File: src/slpm_consts.vh
// Constants for the sleep mode and clock gating controller
// How it works
// - Sleep starts only if sleep enable is set when sleep instruction executes.
// - After wake-up the core stays halted four extra cycles, then resumes.
// - Mode 000 Idle stops core and flash clocks only.
// - Idle wakes on external and internal peripheral interrupts.
// - Entering Idle or noise reduction with converter enabled starts a conversion.
// - Mode 001 noise reduction stops io, core and flash clocks.
// - Noise reduction wakes only on resets or converter, timer, display, serial start, memory-ready or pin sources.
// - Mode 010 Power-down stops oscillator and all generated clocks.
// - Power-down wakes only on resets, serial start, level zero or pin change.
// - Power-down wake-up waits a settle delay chosen by clock source select.
// - Mode 011 Power-save is Power-down but timer 2 and display keep running.
// - Power-save wakes on masked timer 2 events with global enable, or display.
// - Power-save keeps timer oscillator only for async users, main oscillator only for sync users or debug.
// - Mode 110 with crystal is Standby: oscillator runs, resume within six cycles.
// - A set power reduction bit stops, freezes and locks out that peripheral.
// - Clearing the bit restarts the clock with the state kept.
// - Peripheral clock stopping acts in Active and Idle.
// - Enabled converter stays on in sleep; re-enable makes next conversion extended.
// - Comparator is disabled in deep sleep unless it uses the internal reference.
// - Internal reference powered only when detector, comparator or converter need it.
// - Enabled watchdog and brown-out detector stay active in every sleep mode.
// - Digital input buffers off when io and converter clocks both stop.
// - Debug enabled keeps main oscillator running in Power-down and Power-save.
`ifndef SLPM_CONSTS_VH
`define SLPM_CONSTS_VH

// Register indices, byte address is four times the index
`define SLPM_IDX_SLEEP_CTRL    10'h033
`define SLPM_IDX_PWR_RED       10'h034
`define SLPM_IDX_STATUS        10'h035

// sleep_control_reg fields
`define SLPM_SE_BIT            0
`define SLPM_MODE_LSB          1
`define SLPM_MODE_MSB          3
`define SLPM_SLEEP_CTRL_RST    4'h0

// power_reduction_reg fields
`define SLPM_PR_CONV           0
`define SLPM_PR_USART          1
`define SLPM_PR_SPI            2
`define SLPM_PR_TIM1           3
`define SLPM_PR_DISP           4
`define SLPM_PR_RST            5'h00

// Mode codes
`define SLPM_M_IDLE            3'h0
`define SLPM_M_CNR             3'h1
`define SLPM_M_PDOWN           3'h2
`define SLPM_M_PSAVE           3'h3
`define SLPM_M_STBY            3'h6

// Timing counts in core clock cycles
`define SLPM_HALT_CYC          17'h0_0004
`define SLPM_STBY_CYC          17'h0_0006
`define SLPM_NO_DLY            16'h0000

`define SLPM_RDATA_RST         32'h0000_0000

`endif

File: src/slpm_dcnt.v
// Loadable down counter with a one-cycle done pulse
module slpm_dcnt #(
	parameter W = 17
) (
	input  wire         pclk,
	input  wire         presetn,
	input  wire         load,
	input  wire [W-1:0] load_val,
	output wire         busy,
	output wire         done
);
	reg [W-1:0] cnt_ff;
	reg         done_ff;
	reg [W-1:0] nxt_cnt;

	always @* begin
		nxt_cnt = cnt_ff;
		if (load) begin
			nxt_cnt = load_val;
		end else if (cnt_ff != {W{1'b0}}) begin
			nxt_cnt = cnt_ff - {{(W-1){1'b0}}, 1'b1};
		end
	end

	always @(posedge pclk or negedge presetn) begin
		if (!presetn) begin
			cnt_ff  <= {W{1'b0}};
			done_ff <= 1'b0;
		end else begin
			cnt_ff  <= nxt_cnt;
			done_ff <= !load && (cnt_ff == {{(W-1){1'b0}}, 1'b1});
		end
	end

	assign busy = (cnt_ff != {W{1'b0}});
	assign done = done_ff;
endmodule // slpm_dcnt

File: src/slpm_ctrl.v
// Sleep mode controller: mode decode, clock gating, wake-up and APB registers
`include "slpm_consts.vh"
module slpm_ctrl #(
	parameter [15:0] WAKE_XTAL_CYC = 16'h4000,
	parameter [15:0] WAKE_RC_CYC   = 16'h0040
) (
	input  wire        pclk,
	input  wire        presetn,
	input  wire        psel,
	input  wire        penable,
	input  wire        pwrite,
	input  wire [11:0] paddr,
	input  wire [31:0] pwdata,
	output wire [31:0] prdata,
	output wire        pready,
	output wire        pslverr,
	input  wire        sleep_instr,
	input  wire [3:0]  clock_source_select,
	input  wire        debug_enable_fuse,
	input  wire        brownout_enable,
	input  wire        watchdog_enable,
	input  wire        global_irq_en,
	input  wire        t2_ovf_irq_en,
	input  wire        t2_cmp_irq_en,
	input  wire        t2_enabled,
	input  wire        t2_async,
	input  wire        disp_enabled,
	input  wire        disp_async,
	input  wire        conv_enabled,
	input  wire        conv_begin,
	input  wire        comparator_disable_bit,
	input  wire        comparator_uses_ref,
	input  wire        reset_wake,
	input  wire        external_irq_zero,
	input  wire        ext_irq_edge,
	input  wire        pin_change,
	input  wire        serial_start,
	input  wire        conv_done_irq,
	input  wire        display_irq,
	input  wire        timer2_ovf,
	input  wire        timer2_cmp,
	input  wire        nvm_ready_irq,
	input  wire        other_io_irq,
	output wire        core_halt,
	output wire        core_resume,
	output wire        core_clock,
	output wire        flash_clock,
	output wire        io_clock,
	output wire        converter_clock,
	output wire        async_clock,
	output wire        t2_disp_sync_clk_en,
	output wire        main_osc_en,
	output wire        timer_osc_en,
	output wire [4:0]  periph_clk_en,
	output wire [4:0]  periph_reg_access_en,
	output wire        conv_start,
	output wire        conv_extended,
	output wire        comparator_off,
	output wire        vref_en,
	output wire        watchdog_run,
	output wire        brownout_run,
	output wire        dig_input_en,
	output wire        wake_input_en
);
	localparam [1:0] ST_ACTIVE = 2'h0;
	localparam [1:0] ST_SLEEP  = 2'h1;
	localparam [1:0] ST_WAKE   = 2'h2;

	reg  [1:0]  state_ff;
	reg  [1:0]  nxt_state;
	reg  [2:0]  mode_ff;
	reg  [2:0]  nxt_mode;
	reg  [3:0]  sctl_ff;
	reg  [4:0]  prr_ff;
	reg  [31:0] prdata_ff;
	reg         resume_ff;
	reg         conv_start_ff;
	reg         cen_d_ff;
	reg         ext_ff;
	reg         cpu_ff;
	reg         fls_ff;
	reg         io_ff;
	reg         cnv_ff;
	reg         asy_ff;
	reg         sync_ff;
	reg         mosc_ff;
	reg         tosc_ff;
	reg         cmp_off_ff;
	reg         vref_ff;
	reg         dib_ff;
	reg  [4:0]  pclk_en_ff;
	reg         nxt_cpu;
	reg         nxt_fls;
	reg         nxt_io;
	reg         nxt_cnv;
	reg         nxt_asy;
	reg         nxt_sync;
	reg         nxt_mosc;
	reg         nxt_tosc;
	reg         nxt_cmp_off;
	reg  [2:0]  eff_mode;
	reg         wake_hit;
	reg  [15:0] start_dly;
	reg  [31:0] rd_mux;
	reg         addr_hit;
	wire        cnt_load;
	wire [16:0] cnt_val;
	wire        cnt_busy;
	wire        cnt_done;
	wire        xtal_sel;
	wire        sleep_take;
	wire        apb_wr;
	wire [9:0]  widx;
	wire        t2_wake;
	wire        t2_sync_use;
	wire        disp_sync_use;
	wire        asy_use;
	wire [16:0] stby_start;

	// Crystal or resonator options occupy the upper half of the source codes
	assign xtal_sel = clock_source_select[3];
	assign widx     = paddr[11:2];
	assign apb_wr   = psel && penable && pwrite && addr_hit;

	// Mode decode with fallback for unsupported codes
	always @* begin
		case (sctl_ff[`SLPM_MODE_MSB:`SLPM_MODE_LSB])
			`SLPM_M_IDLE: begin
				eff_mode = `SLPM_M_IDLE;
			end
			`SLPM_M_CNR: begin
				eff_mode = `SLPM_M_CNR;
			end
			`SLPM_M_PDOWN: begin
				eff_mode = `SLPM_M_PDOWN;
			end
			`SLPM_M_PSAVE: begin
				eff_mode = `SLPM_M_PSAVE;
			end
			`SLPM_M_STBY: begin
				eff_mode = xtal_sel ? `SLPM_M_STBY : `SLPM_M_IDLE;
			end
			default: begin
				eff_mode = `SLPM_M_IDLE;
			end
		endcase
	end

	assign sleep_take = (state_ff == ST_ACTIVE) && sleep_instr && sctl_ff[`SLPM_SE_BIT];
	assign t2_wake    = ((timer2_ovf && t2_ovf_irq_en) || (timer2_cmp && t2_cmp_irq_en))
		&& global_irq_en;

	// Wake qualification per mode
	always @* begin
		case (mode_ff)
			`SLPM_M_IDLE: begin
				wake_hit = external_irq_zero || ext_irq_edge || pin_change || serial_start
					|| conv_done_irq || display_irq || timer2_ovf || timer2_cmp
					|| nvm_ready_irq || other_io_irq;
			end
			`SLPM_M_CNR: begin
				wake_hit = conv_done_irq || display_irq || serial_start || timer2_ovf
					|| timer2_cmp || nvm_ready_irq || external_irq_zero
					|| pin_change;
			end
			`SLPM_M_PSAVE: begin
				wake_hit = serial_start || external_irq_zero || pin_change || t2_wake
					|| display_irq;
			end
			default: begin
				wake_hit = serial_start || external_irq_zero || pin_change;
			end
		endcase
		wake_hit = wake_hit || reset_wake;
	end

	assign stby_start = `SLPM_STBY_CYC - `SLPM_HALT_CYC;

	// Start-up delay before the four halt cycles
	always @* begin
		case (mode_ff)
			`SLPM_M_PDOWN, `SLPM_M_PSAVE: begin
				start_dly = xtal_sel ? WAKE_XTAL_CYC : WAKE_RC_CYC;
			end
			`SLPM_M_STBY: begin
				start_dly = stby_start[15:0];
			end
			default: begin
				start_dly = `SLPM_NO_DLY;
			end
		endcase
	end

	assign cnt_load = (state_ff == ST_SLEEP) && wake_hit;
	assign cnt_val  = {1'b0, start_dly} + `SLPM_HALT_CYC;

	slpm_dcnt #(
		.W (17)
	) u_wake_cnt (
		.pclk     (pclk),
		.presetn  (presetn),
		.load     (cnt_load),
		.load_val (cnt_val),
		.busy     (cnt_busy),
		.done     (cnt_done)
	);

	always @* begin
		nxt_state = state_ff;
		nxt_mode  = mode_ff;
		case (state_ff)
			ST_ACTIVE: begin
				if (sleep_take) begin
					nxt_state = ST_SLEEP;
					nxt_mode  = eff_mode;
				end
			end
			ST_SLEEP: begin
				if (wake_hit) begin
					nxt_state = ST_WAKE;
				end
			end
			ST_WAKE: begin
				if (cnt_done) begin
					nxt_state = ST_ACTIVE;
				end
			end
			default: begin
				nxt_state = ST_ACTIVE;
			end
		endcase
	end

	assign t2_sync_use   = t2_enabled && !t2_async;
	assign disp_sync_use = disp_enabled && !disp_async;
	assign asy_use       = (t2_enabled && t2_async) || (disp_enabled && disp_async);

	// Clock domain and oscillator enables for the next state
	always @* begin
		nxt_cpu  = 1'b1;
		nxt_fls  = 1'b1;
		nxt_io   = 1'b1;
		nxt_cnv  = 1'b1;
		nxt_asy  = 1'b1;
		nxt_sync = 1'b1;
		nxt_mosc = 1'b1;
		nxt_tosc = asy_use;
		if (nxt_state != ST_ACTIVE) begin
			nxt_cpu = 1'b0;
			nxt_fls = 1'b0;
			case (nxt_mode)
				`SLPM_M_IDLE: begin
					nxt_io = 1'b1;
				end
				`SLPM_M_CNR: begin
					nxt_io   = 1'b0;
					nxt_sync = 1'b0;
				end
				`SLPM_M_PSAVE: begin
					nxt_io   = 1'b0;
					nxt_cnv  = 1'b0;
					nxt_asy  = asy_use;
					nxt_sync = t2_sync_use || disp_sync_use;
					nxt_mosc = nxt_sync || debug_enable_fuse;
				end
				`SLPM_M_STBY: begin
					nxt_io   = 1'b0;
					nxt_cnv  = 1'b0;
					nxt_asy  = 1'b0;
					nxt_sync = 1'b0;
					nxt_tosc = 1'b0;
				end
				default: begin
					nxt_io   = 1'b0;
					nxt_cnv  = 1'b0;
					nxt_asy  = 1'b0;
					nxt_sync = 1'b0;
					nxt_tosc = 1'b0;
					nxt_mosc = debug_enable_fuse;
				end
			endcase
			if (nxt_state == ST_WAKE) begin
				nxt_mosc = 1'b1;
			end
		end
		nxt_cmp_off = comparator_disable_bit;
		if ((nxt_state != ST_ACTIVE) && (nxt_mode != `SLPM_M_IDLE)
			&& (nxt_mode != `SLPM_M_CNR) && !comparator_uses_ref) begin
			nxt_cmp_off = 1'b1;
		end
	end

	// Register read mux, sampled in the setup phase
	always @* begin
		rd_mux   = `SLPM_RDATA_RST;
		addr_hit = 1'b1;
		case (widx)
			`SLPM_IDX_SLEEP_CTRL: begin
				rd_mux[3:0] = sctl_ff;
			end
			`SLPM_IDX_PWR_RED: begin
				rd_mux[4:0] = prr_ff;
			end
			`SLPM_IDX_STATUS: begin
				rd_mux[1:0] = state_ff;
				rd_mux[4:2] = mode_ff;
				rd_mux[5]   = ext_ff;
				rd_mux[6]   = cmp_off_ff;
				rd_mux[7]   = cnt_busy;
			end
			default: begin
				addr_hit = 1'b0;
			end
		endcase
	end

	always @(posedge pclk or negedge presetn) begin
		if (!presetn) begin
			state_ff      <= ST_ACTIVE;
			mode_ff       <= `SLPM_M_IDLE;
			sctl_ff       <= `SLPM_SLEEP_CTRL_RST;
			prr_ff        <= `SLPM_PR_RST;
			prdata_ff     <= `SLPM_RDATA_RST;
			resume_ff     <= 1'b0;
			conv_start_ff <= 1'b0;
			cen_d_ff      <= 1'b0;
			ext_ff        <= 1'b0;
			cpu_ff        <= 1'b1;
			fls_ff        <= 1'b1;
			io_ff         <= 1'b1;
			cnv_ff        <= 1'b1;
			asy_ff        <= 1'b1;
			sync_ff       <= 1'b1;
			mosc_ff       <= 1'b1;
			tosc_ff       <= 1'b0;
			cmp_off_ff    <= 1'b0;
			vref_ff       <= 1'b0;
			dib_ff        <= 1'b1;
			pclk_en_ff    <= 5'h1f;
		end else begin
			state_ff  <= nxt_state;
			mode_ff   <= nxt_mode;
			resume_ff <= (state_ff == ST_WAKE) && cnt_done;
			if (apb_wr && (widx == `SLPM_IDX_SLEEP_CTRL)) begin
				sctl_ff <= pwdata[3:0];
			end
			if (apb_wr && (widx == `SLPM_IDX_PWR_RED)) begin
				prr_ff <= pwdata[4:0];
			end
			if (psel && !penable) begin
				prdata_ff <= rd_mux;
			end
			conv_start_ff <= sleep_take && conv_enabled
				&& ((eff_mode == `SLPM_M_IDLE) || (eff_mode == `SLPM_M_CNR));
			cen_d_ff <= conv_enabled;
			// Re-enable sets the flag and wins over a same-cycle start
			if (conv_enabled && !cen_d_ff) begin
				ext_ff <= 1'b1;
			end else if (conv_begin || conv_start_ff) begin
				ext_ff <= 1'b0;
			end
			cpu_ff     <= nxt_cpu;
			fls_ff     <= nxt_fls;
			io_ff      <= nxt_io;
			cnv_ff     <= nxt_cnv;
			asy_ff     <= nxt_asy;
			sync_ff    <= nxt_sync;
			mosc_ff    <= nxt_mosc;
			tosc_ff    <= nxt_tosc;
			cmp_off_ff <= nxt_cmp_off;
			vref_ff    <= brownout_enable || conv_enabled
				|| (comparator_uses_ref && !nxt_cmp_off);
			dib_ff     <= nxt_io || nxt_cnv;
			// Peripheral gating only matters while that peripheral's io or converter clock runs, or for the display its timer 2 domain clock
			pclk_en_ff[`SLPM_PR_CONV]  <= nxt_cnv && !prr_ff[`SLPM_PR_CONV];
			pclk_en_ff[`SLPM_PR_USART] <= nxt_io && !prr_ff[`SLPM_PR_USART];
			pclk_en_ff[`SLPM_PR_SPI]   <= nxt_io && !prr_ff[`SLPM_PR_SPI];
			pclk_en_ff[`SLPM_PR_TIM1]  <= nxt_io && !prr_ff[`SLPM_PR_TIM1];
			pclk_en_ff[`SLPM_PR_DISP]  <= (nxt_io || (nxt_sync && disp_sync_use)
				|| (nxt_asy && disp_enabled && disp_async))
				&& !prr_ff[`SLPM_PR_DISP];
		end
	end

	assign pready   = 1'b1;
	assign pslverr  = psel && penable && !addr_hit;
	assign prdata   = prdata_ff;

	assign core_halt            = (state_ff != ST_ACTIVE);
	assign core_resume          = resume_ff;
	assign core_clock           = cpu_ff;
	assign flash_clock          = fls_ff;
	assign io_clock             = io_ff;
	assign converter_clock      = cnv_ff;
	assign async_clock          = asy_ff;
	assign t2_disp_sync_clk_en  = sync_ff;
	assign main_osc_en          = mosc_ff;
	assign timer_osc_en         = tosc_ff;
	assign periph_clk_en        = pclk_en_ff;
	assign periph_reg_access_en = ~prr_ff;
	assign conv_start           = conv_start_ff;
	assign conv_extended        = ext_ff;
	assign comparator_off       = cmp_off_ff;
	assign vref_en              = vref_ff;
	assign watchdog_run         = watchdog_enable;
	assign brownout_run         = brownout_enable;
	assign dig_input_en         = dib_ff;
	// Wake-detect pin buffers never switch off
	assign wake_input_en        = 1'b1;
endmodule // slpm_ctrl

File: config.mk
export PLATFORM = sky130hd
export DESIGN_NAME = slpm_ctrl
export DESIGN_NICKNAME = d
export VERILOG_FILES = /design/src/slpm_dcnt.v /design/src/slpm_ctrl.v
export VERILOG_INCLUDE_DIRS = /design/src /design/src/src
export SDC_FILE = /design/constraint.sdc
export NUM_CORES = 1
export LEC_CHECK = 0
export BUFFER_PORTS_ARGS = -buffer_cell sky130_fd_sc_hd__buf_2
export CAP_MARGIN = 15
export CORE_ASPECT_RATIO = 1.5
export CORE_MARGIN = 4
export CORE_UTILIZATION = 47
export DETAILED_ROUTE_END_ITERATION = 8
export PLACE_DENSITY = 0.8
export SLEW_MARGIN = 20
export SYNTH_ARGS = -nofsm -noshare
export SYNTH_HDL_FRONTEND = slang
export SYNTH_SLANG_ARGS = --single-unit
File: constraint.sdc
create_clock -name pclk -period 2.39 [get_ports pclk]
set_clock_uncertainty 0.15 [all_clocks]
set_input_delay 0.5975 -clock pclk [delete_from_list [all_inputs] [get_ports pclk]]
set_output_delay 0.5975 -clock pclk [all_outputs]
set_load 0.01 [all_outputs]
* Word-level counts from Yosys, hierarchy flattened
Index checks and enable logic that the tools add are counted.
Word-level totals: register bits 59, word-level logic and storage cells 173, output and inout port bits 62, bits of input ports 79
Operators by class: multiplexer cells 34, $add $sub $neg 2, reduce and logical (&&, ||, !) cells 94, eq/ne operators 20, bitwise operators 1
Operators with widths (count):
- logical AND 1 bit | 34
- two-way mux 17 bit | 2
- logical OR 1 bit | 32
- equality test 10 x 6 -> 1 bit, second input constant | 3
- one-hot mux 15 bit (2 select lines) | 1
- adder 16 x 3 -> 17 bit, second input constant | 1
- equality test 17 x 1 -> 1 bit, second input constant | 1
- nonzero test 17 bit | 1
- subtractor 17 x 1 -> 17 bit, second input constant | 1
- equality test 3 x 2 -> 1 bit, second input constant | 5
- two-way mux 1 bit | 15
- two-way mux 15 bit | 1
- zero test 1 bit | 13
- equality test 3 x 1 -> 1 bit, second input constant | 4
- two-way mux 3 bit | 4
- one-hot mux 3 bit (4 select lines) | 1
- one-hot mux 4 bit (3 select lines) | 1
- equality test 3 bit, second input constant | 3
- zero test 3 bit | 3
- OR reduction 3 bit | 3
- one-hot mux 1 bit (2 select lines) | 4
- nonzero test 2 bit | 4
- two-way mux 2 bit | 3
- one-hot mux 2 bit (3 select lines) | 1
- other kinds (8) | 10

* Logic depth before layout (Yosys ltp)
Gate-level depths: netlist (run 1).
depth in word-level cells 21, gate-level depth with buffers 8, mapped depth without buffers 7

* Hierarchy
Synthesis (run 1) repeated with hierarchy kept, for this count alone.
Second synthesis, totals: cells, all modules 324, area, all modules 3198.1 µm²
By module, submodules not included:
- slpm_ctrl | area an instance 2149.6 µm², sequential area each 1041.0 µm², times used 1, cells an instance 211
- slpm_dcnt | area an instance 1048.5 µm², sequential area each 450.4 µm², times used 1, cells an instance 113

* Worst setup path after synthesis (run 1)
OpenSTA, ideal clock, no wires.
path type input-to-reg, start in paddr[9], end reg prdata_ff[1], in the netlist prdata[1], stages 5, data required time 2.153 ns, slack 0.205 ns, library setup time 0.087 ns, data arrival time 1.947 ns, cells stage by stage nor4_1 -> nand4b_1 -> nor3_1 -> a22oi_1 -> a22oi_1
On the way: longest elaborated chain between the ends 2, elaborated cells between the ends (all ways) 4, classes of those cells eq/ne: 3; mux: 1
Ends and longest elaborated chain:
- start, declared | RTL line slpm_ctrl.v:12 | input wire [11:0] paddr,
- equality test 10 x 6 -> 1 bit | RTL line slpm_ctrl.v:297 | case (widx)
- one-hot mux 4 bit (3 select lines) (*) | RTL line slpm_ctrl.v:297
- end signal, assigned | RTL line slpm_ctrl.v:323 | prdata_ff <= `SLPM_RDATA_RST;
- end signal, assigned | RTL line slpm_ctrl.v:351 | prdata_ff <= rd_mux;
- end, declared | RTL line slpm_ctrl.v:75 | reg [31:0] prdata_ff;
Mark *: on every way between the ends. The rest lies on a longest branch, timed or not. A chain may end at the register's enable or synchronous reset.

* Final worst setup path (run 1)
start in paddr[9], end out pslverr
On the way: longest elaborated chain between the ends 5, elaborated cells between the ends (all ways) 7, classes of those cells eq/ne: 3; mux: 1; reduce/logical: 3
Ends and longest elaborated chain:
- equality test 10 x 6 -> 1 bit | RTL line slpm_ctrl.v:297
- OR reduction 3 bit (no source line) (*)
- two-way mux 1 bit (*) | RTL line slpm_ctrl.v:297
- zero test 1 bit (*) | RTL line slpm_ctrl.v:386 | assign pslverr = psel && penable && !addr_hit;
- logical AND 1 bit (*) | RTL line slpm_ctrl.v:386
- end, declared | RTL line slpm_ctrl.v:16 | output wire pslverr,
Marks and branches as above.

==> flow_summary_export.csv, run 1 <==
group,metric,value,unit
cells_and_area,drive_gt1_share,32.9,%
sta,setup_tns,0,ns
clock_tree,cts_made_buffers,9,
detailed_routing,detailroute.via_count,2669,
cells_and_area,fin_cells,500,
sta,rsz0062_at_grt,"false",
floorplan,ioPinCount,141,
sta,final.min_clock_period,2.25,ns
clock_tree,htreeDepth,3,
detailed_routing,drtIter0Drc,165,
floorplan,dieHeight,107,um
sta,worst_slew_pin_slew,0.632,ns
job,drv_cap,0,
detailed_routing,wl_per_cell,15.6,um
clock_tree,path_clk_slew,0.07,ns
cells_and_area,utilization,61.2,%
cells_and_area,insertedDiodeCount,0,
floorplan,die_w,74.0,um
power,vdd_drop_max,0.489,mV
hold_path,hp-class,"in -> async",
synthesis,synthFlopType,"dfrtp_1",
floorplan,initial_core_util,49.1,%
synthesis,ys_types,53,
synthesis,synth_area_per_cell,9.48,um^2
clock_tree,cts.sink_count,59,
synthesis,yosys.area.top_type,"dfrtp_1",
clock_tree,ctsHoldBuffers,0,
sta,finalSetupViolCount,0,
placed_design,hpwl,6050,um
global_routing,antenna_found_initial,0,
floorplan,core-area,6260,um^2
cells_and_area,fillers,515,
detailed_routing,routed_wl,7810,um
global_routing,grt_overflow,0,
clock_tree,cts-root-buf,"clkbuf_8",
placed_design,io_buffers,80,
power,p_total,3.18,mW
placed_design,placed_area,3570,um^2
placed_design,gp_congestion,0.909,
detailed_routing,ant_nets,0,
synthesis,synth_cells,324,
clock_tree,worstSkewPairLatency,0.34,ns
placed_design,dp_slack,0.0541,ns
floorplan,dieArea,7920,um^2
critical_path,worstSetupEndpointType,"primary output",
cells_and_area,final_area,3830,um^2
sta,max_freq,445,MHz
sta,timing.slew.headroom,57.6,%
synthesis,synth_edf_count,0,
critical_path,cp.arrival,1.50,ns
detailed_routing,via_per_inst,5.34,
power,p_leak,1.90,nW
clock_tree,cts_tree,"done",
synthesis,synth.top_cells.by_count,"dfrtp_1, nand2_1, nor2_1, buf_4, o21ai_0",
critical_path,required,1.64,ns
global_routing,grt_pass1_vias,2702,
synthesis,yosys_warnings,0,
cells_and_area,area_growth_syn_to_layout,24.7,%
sta,hold_viol_final,0,
detailed_routing,drc,0,
placed_design,place_inst,484,
synthesis,synthesis.area,3070,um^2
critical_path,critPathMaxFanout,2,
run_status,outcome,"finished, final reports clean",
clock_tree,post_cts_buffers,0,
sta,hold_ws,0.0958,ns
cells_and_area,layout.nets,502,
clock_tree,clk_path_buf_depth,2,
sta,drv_slew,0,
synthesis,yosys_register_bits,59,
synthesis,ys_async_sr_fraction,100,%
global_routing,grt_pass1_wl,12500,um
floorplan,row_count,35,
power,p_per_area,829,nW/um^2
critical_path,critical_path_class,"in -> out",
synthesis,synth_area_leaders,"dfrtp_1, dfstp_2, buf_4",
sta,finalCritPeriodShare,94.1,%
detailed_routing,first_pass_iters,4,
synthesis,synth-seq-area-share,48.5,%
synthesis,synth_top_area_share,38.3,%
critical_path,worstSetupStartpointType,"input port",
sta,fin_ws,0.142,ns
synthesis,yosysMostFrequentCell,"dfrtp_1",
clock_tree,post_cts_resize_count,0,
global_routing,grt_usage,20.7,%
global_routing,grt_max_degree,24,
[per-layer routing]
| layer | vias up | GRT usage (%) | routed length [um] | share of wire, % |
|---|---|---|---|---|
| li1 | 1257 | - | - | - |
| met1 | 1290 | 22.2 | 2770 | 36 |
| met2 | 97 | 36.7 | 4360 | 56 |
| met3 | 25 | 5.07 | 415 | 5.3 |
| met4 | 0 | 9.84 | 261 | 3.3 |
| met5 | - | 0 | 0 | 0 |
[cell families (layout without fill, tap and decap cells)]
family | Yosys count | in the layout | share of synthesized area, %
AO/OA/AOI/OAI | 69 | 69 | 14.3
AND/OR/NAND/NOR | 121 | 121 | 20.4
buffers and inverters | 55 | 133 | 10.5
other | 2 | 26 | 0.244
multiplexers | 8 | 8 | 2.89
flip-flops | 59 | 59 | 48.5
adder cells (fa/ha/maj) | 2 | 2 | 0.814
XOR/XNOR | 8 | 8 | 2.28
[area by class of cell]
| cell class | instances | area (um^2) | area share (%) |
|---|---|---|---|
| timing repair buffer | 99 | 568 | 14.8 |
| inverter | 18 | 67.6 | 1.76 |
| tap | 74 | 92.6 | 2.42 |
| multi-input combinational | 234 | 1360 | 35.6 |
| clock inverter | 6 | 113 | 2.94 |
| sequential | 59 | 1490 | 38.9 |
| clock buffer | 10 | 138 | 3.59 |
[worst max-delay path: stages]
cell and delay (ns):
buf_2 0.10, nor4_1 0.26, nand4b_1 0.15, a21oi_1 0.19, nor2_1 0.07, buf_2 0.14
[where the power goes]
group | switching [mW] | internal [mW]
clock | 0.415 | 0.722
combinational | 0.361 | 0.330
sequential | 0.191 | 1.16
total | 0.967 | 2.21
[final timing paths]
| kind | from | to | slack (ns) | cells past startpoint |
|---|---|---|---|---|
| hold reg to reg | prr_ff[3]$_DFFE_PN0P_ | periph_clk_en[3]$_DFF_PN1_ | 0.27 | 1 |
| hold / removal | presetn | timer_osc_en$_DFF_PN0_ | 0.1 | 1 |
| setup / recovery | paddr[9] | pslverr | 0.14 | 6 |
| max in group asynchronous | presetn | periph_clk_en[4]$_DFF_PN1_ | 1.41 | 2 |
| min in group pclk | conv_enabled | cen_d_ff$_DFF_PN0_ | 0.26 | 1 |
| setup reg to reg | u_wake_cnt.cnt_ff[1]$_DFFE_PN0P_ | u_wake_cnt.cnt_ff[1]$_DFFE_PN0P_ | 0.15 | 7 |
[flip-flops by register name, summed over array words and instances, names as in the netlist, 2 cells and up]
name	count
mode_ff	3
periph_clk_en	5
prdata	8
prr_ff	5
sctl_ff	4
state_ff	2
u_wake_cnt.cnt_ff	17
[cell usage in the layout (no fill, tap or decap), drive strengths merged, types with 2 or more instances in the layout]
master,instances
ha,2
nand3,4
nor2,30
nand4b,5
bufinv,3
clkbuf,10
nor4,8
nor3,10
nor2b,8
inv,18
o22ai,2
buf,99
clkinv,3
conb,26
a21oi,15
dfstp,12
or2,2
nand2b,4
and3,2
mux2i,4
dfrtp,47
a22oi,10
o31a,2
a21o,3
mux2,4
nand3b,2
nand2,39
xnor2,8
a31oi,2
a211oi,2
a21boi,2
o21ai,22
or4,3
Power figures use the tool's default switching activity.
==> run 2: changes to the inputs <==
Settings changed: CORE_MARGIN 4 to not set, SETUP_SLACK_MARGIN set to 0.15.
==> flow_summary_export.csv, run 2 (synthesized netlist as in run 1, its figures left out) <==
group,metric,value,unit
run_status,outcome,"finished, final reports clean",
power,vdd_drop_max,0.448,mV
cells_and_area,mostFrequentLayoutCells,"buf_2, dfrtp_1, nand2_1",
clock_tree,cts-root-buf,"clkbuf_8",
clock_tree,clk_path_buf_depth,2,
critical_path,worstSetupEndpointType,"primary output",
clock_tree,post_cts_buffers,0,
sta,drv_slew,0,
floorplan,dieHeight,101,um
critical_path,critical_path_class,"in -> out",
global_routing,grt_usage,23.6,%
job,drv_cap,0,
cells_and_area,drive_gt1_share,33.2,%
clock_tree,cts_made_buffers,9,
critical_path,r2r_cells,4,
critical_path,r2r-end,"u_wake_cnt.cnt_ff[1]$_DFFE_PN0P_",
clock_tree,path_clk_slew,0.07,ns
sta,rsz0062_at_grt,"true",
clock_tree,cts.sink_count,59,
global_routing,grt_overflow,0,
global_routing,grt_pass1_wl,11600,um
sta,hold_viol_final,0,
critical_path,cp.arrival,1.51,ns
sta,max_freq,442,MHz
cells_and_area,largest_reg_flops,17,
detailed_routing,first_pass_iters,6,
sta,final.min_clock_period,2.26,ns
critical_path,startpoint,"paddr[10]",
floorplan,row_count,35,
detailed_routing,detailroute.via_count,2700,
floorplan,dieArea,6870,um^2
detailed_routing,wl_per_cell,15.0,um
sta,timing.slew.headroom,61.5,%
detailed_routing,routed_wl,7480,um
hold_path,hp-class,"in -> async",
clock_tree,worstSkewPairLatency,0.34,ns
detailed_routing,drt-met1-wl,2660,um
critical_path,worstSetupStartpointType,"input port",
detailed_routing,via_per_inst,5.41,
power,p_per_area,821,nW/um^2
critical_path,cp-endpoint,"pslverr",
cells_and_area,fillers,503,
global_routing,grt_max_degree,60,
detailed_routing,ant_nets,0,
placed_design,io_buffers,80,
placed_design,gp_congestion,0.924,
cells_and_area,final_common_cell,"buf_2",
sta,fin_ws,0.128,ns
cells_and_area,layout.nets,501,
detailed_routing,drc,0,
cells_and_area,insertedDiodeCount,0,
placed_design,dp_slack,0.107,ns
sta,worst_slew_pin_slew,0.577,ns
detailed_routing,drtIter0Drc,182,
critical_path,rr_startpoint,"u_wake_cnt.cnt_ff[13]$_DFFE_PN0P_",
floorplan,initial_core_util,49.4,%
cells_and_area,area_growth_syn_to_layout,25.1,%
clock_tree,htreeDepth,3,
detailed_routing,met3_wirelength,425,um
floorplan,core-area,6220,um^2
power,p_leak,1.88,nW
detailed_routing,wl_met2,4130,um
sta,setup_tns,0,ns
critical_path,critPathMaxFanout,2,
floorplan,die_w,68.0,um
sta,finalCritPeriodShare,94.6,%
critical_path,required,1.64,ns
placed_design,hpwl,5400,um
critical_path,r2r_slack,0.27,ns
global_routing,antenna_found_initial,0,
floorplan,ioPinCount,141,
cells_and_area,top_register,"u_wake_cnt.cnt_ff",
clock_tree,cts_tree,"done",
global_routing,grt_pass1_vias,2505,
sta,finalSetupViolCount,0,
detailed_routing,top_layer_used,"met4",
clock_tree,ctsHoldBuffers,0,
[run 2: changes by cell type in the layout (fill, tap and decap cells not counted), sizes merged]
cell,delta
clkinv,-3
clkbuf,+2
buf,-1
clkinvlp,+1
[run 2: critical path, stage by stage]
cell	delay, ns
buf_6	0.10
nor4_4	0.27
nand4b_1	0.20
a21oi_2	0.17
nor2_1	0.05
buf_2	0.13
[run 2: worst min-delay path by stage]
stage / from / end / cells past startpoint
4_1_cts: presetn / u_wake_cnt.cnt_ff[15]$_DFFE_PN0P_ / 2
6_report: presetn / u_wake_cnt.cnt_ff[15]$_DFFE_PN0P_ / 2
5_1_grt: presetn / u_wake_cnt.cnt_ff[16]$_DFFE_PN0P_ / 2
3_3_place_gp: cen_d_ff$_DFF_PN0_ / conv_extended$_DFFE_PN0P_ / 1
2_1_floorplan: presetn / cen_d_ff$_DFF_PN0_ / 0
3_5_place_dp: prr_ff[0]$_DFFE_PN0P_ / periph_clk_en[0]$_DFF_PN1_ / 1
[run 2: layout make-up]
| class | count | area [um^2] | share of cell area (%) |
|---|---|---|---|
| Sequential cell | 59 | 1490 | 38.8 |
| Multi-Input combinational cell | 234 | 1390 | 36.1 |
| Timing Repair Buffer | 98 | 561 | 14.6 |
| Clock buffer | 12 | 145 | 3.78 |
| Clock inverter | 4 | 97.6 | 2.54 |
| Tap cell | 74 | 92.6 | 2.41 |
| Inverter | 18 | 67.6 | 1.76 |
[run 2: power breakdown]
group / switching [mW] / total (mW) / internal (mW)
logic: 0.354 / 0.685 / 0.331
registers: 0.197 / 1.35 / 1.16
clock network: 0.395 / 1.12 / 0.722
[run 2: per-stage QoR]
stage	hold slack, ns	util [%]	std cells	cell area, um^2	power, mW
detailed placement	0.273	57.0	483	3550	2.02
finish	0.0997	61.8	499	3840	3.16
floorplan	0.152	-	348	3160	1.85
global route	0.119	61.8	499	3840	3.32
global placement	0.257	57.0	483	3550	1.98
CTS	0.105	61.1	499	3800	3.15
[run 2: repair_timing]
item,in CTS,in global routing
gates cloned,0,0
pin swaps,0,3
gates resized for setup,2,7
endpoints found under the setup margin,2,6
[run 2: layer usage]
metal	up-vias	GRT usage (%)
met4	0	11.4
met5	-	0
met2	120	40.2
met1	1301	25.8
met3	21	7.01
li1	1258	-
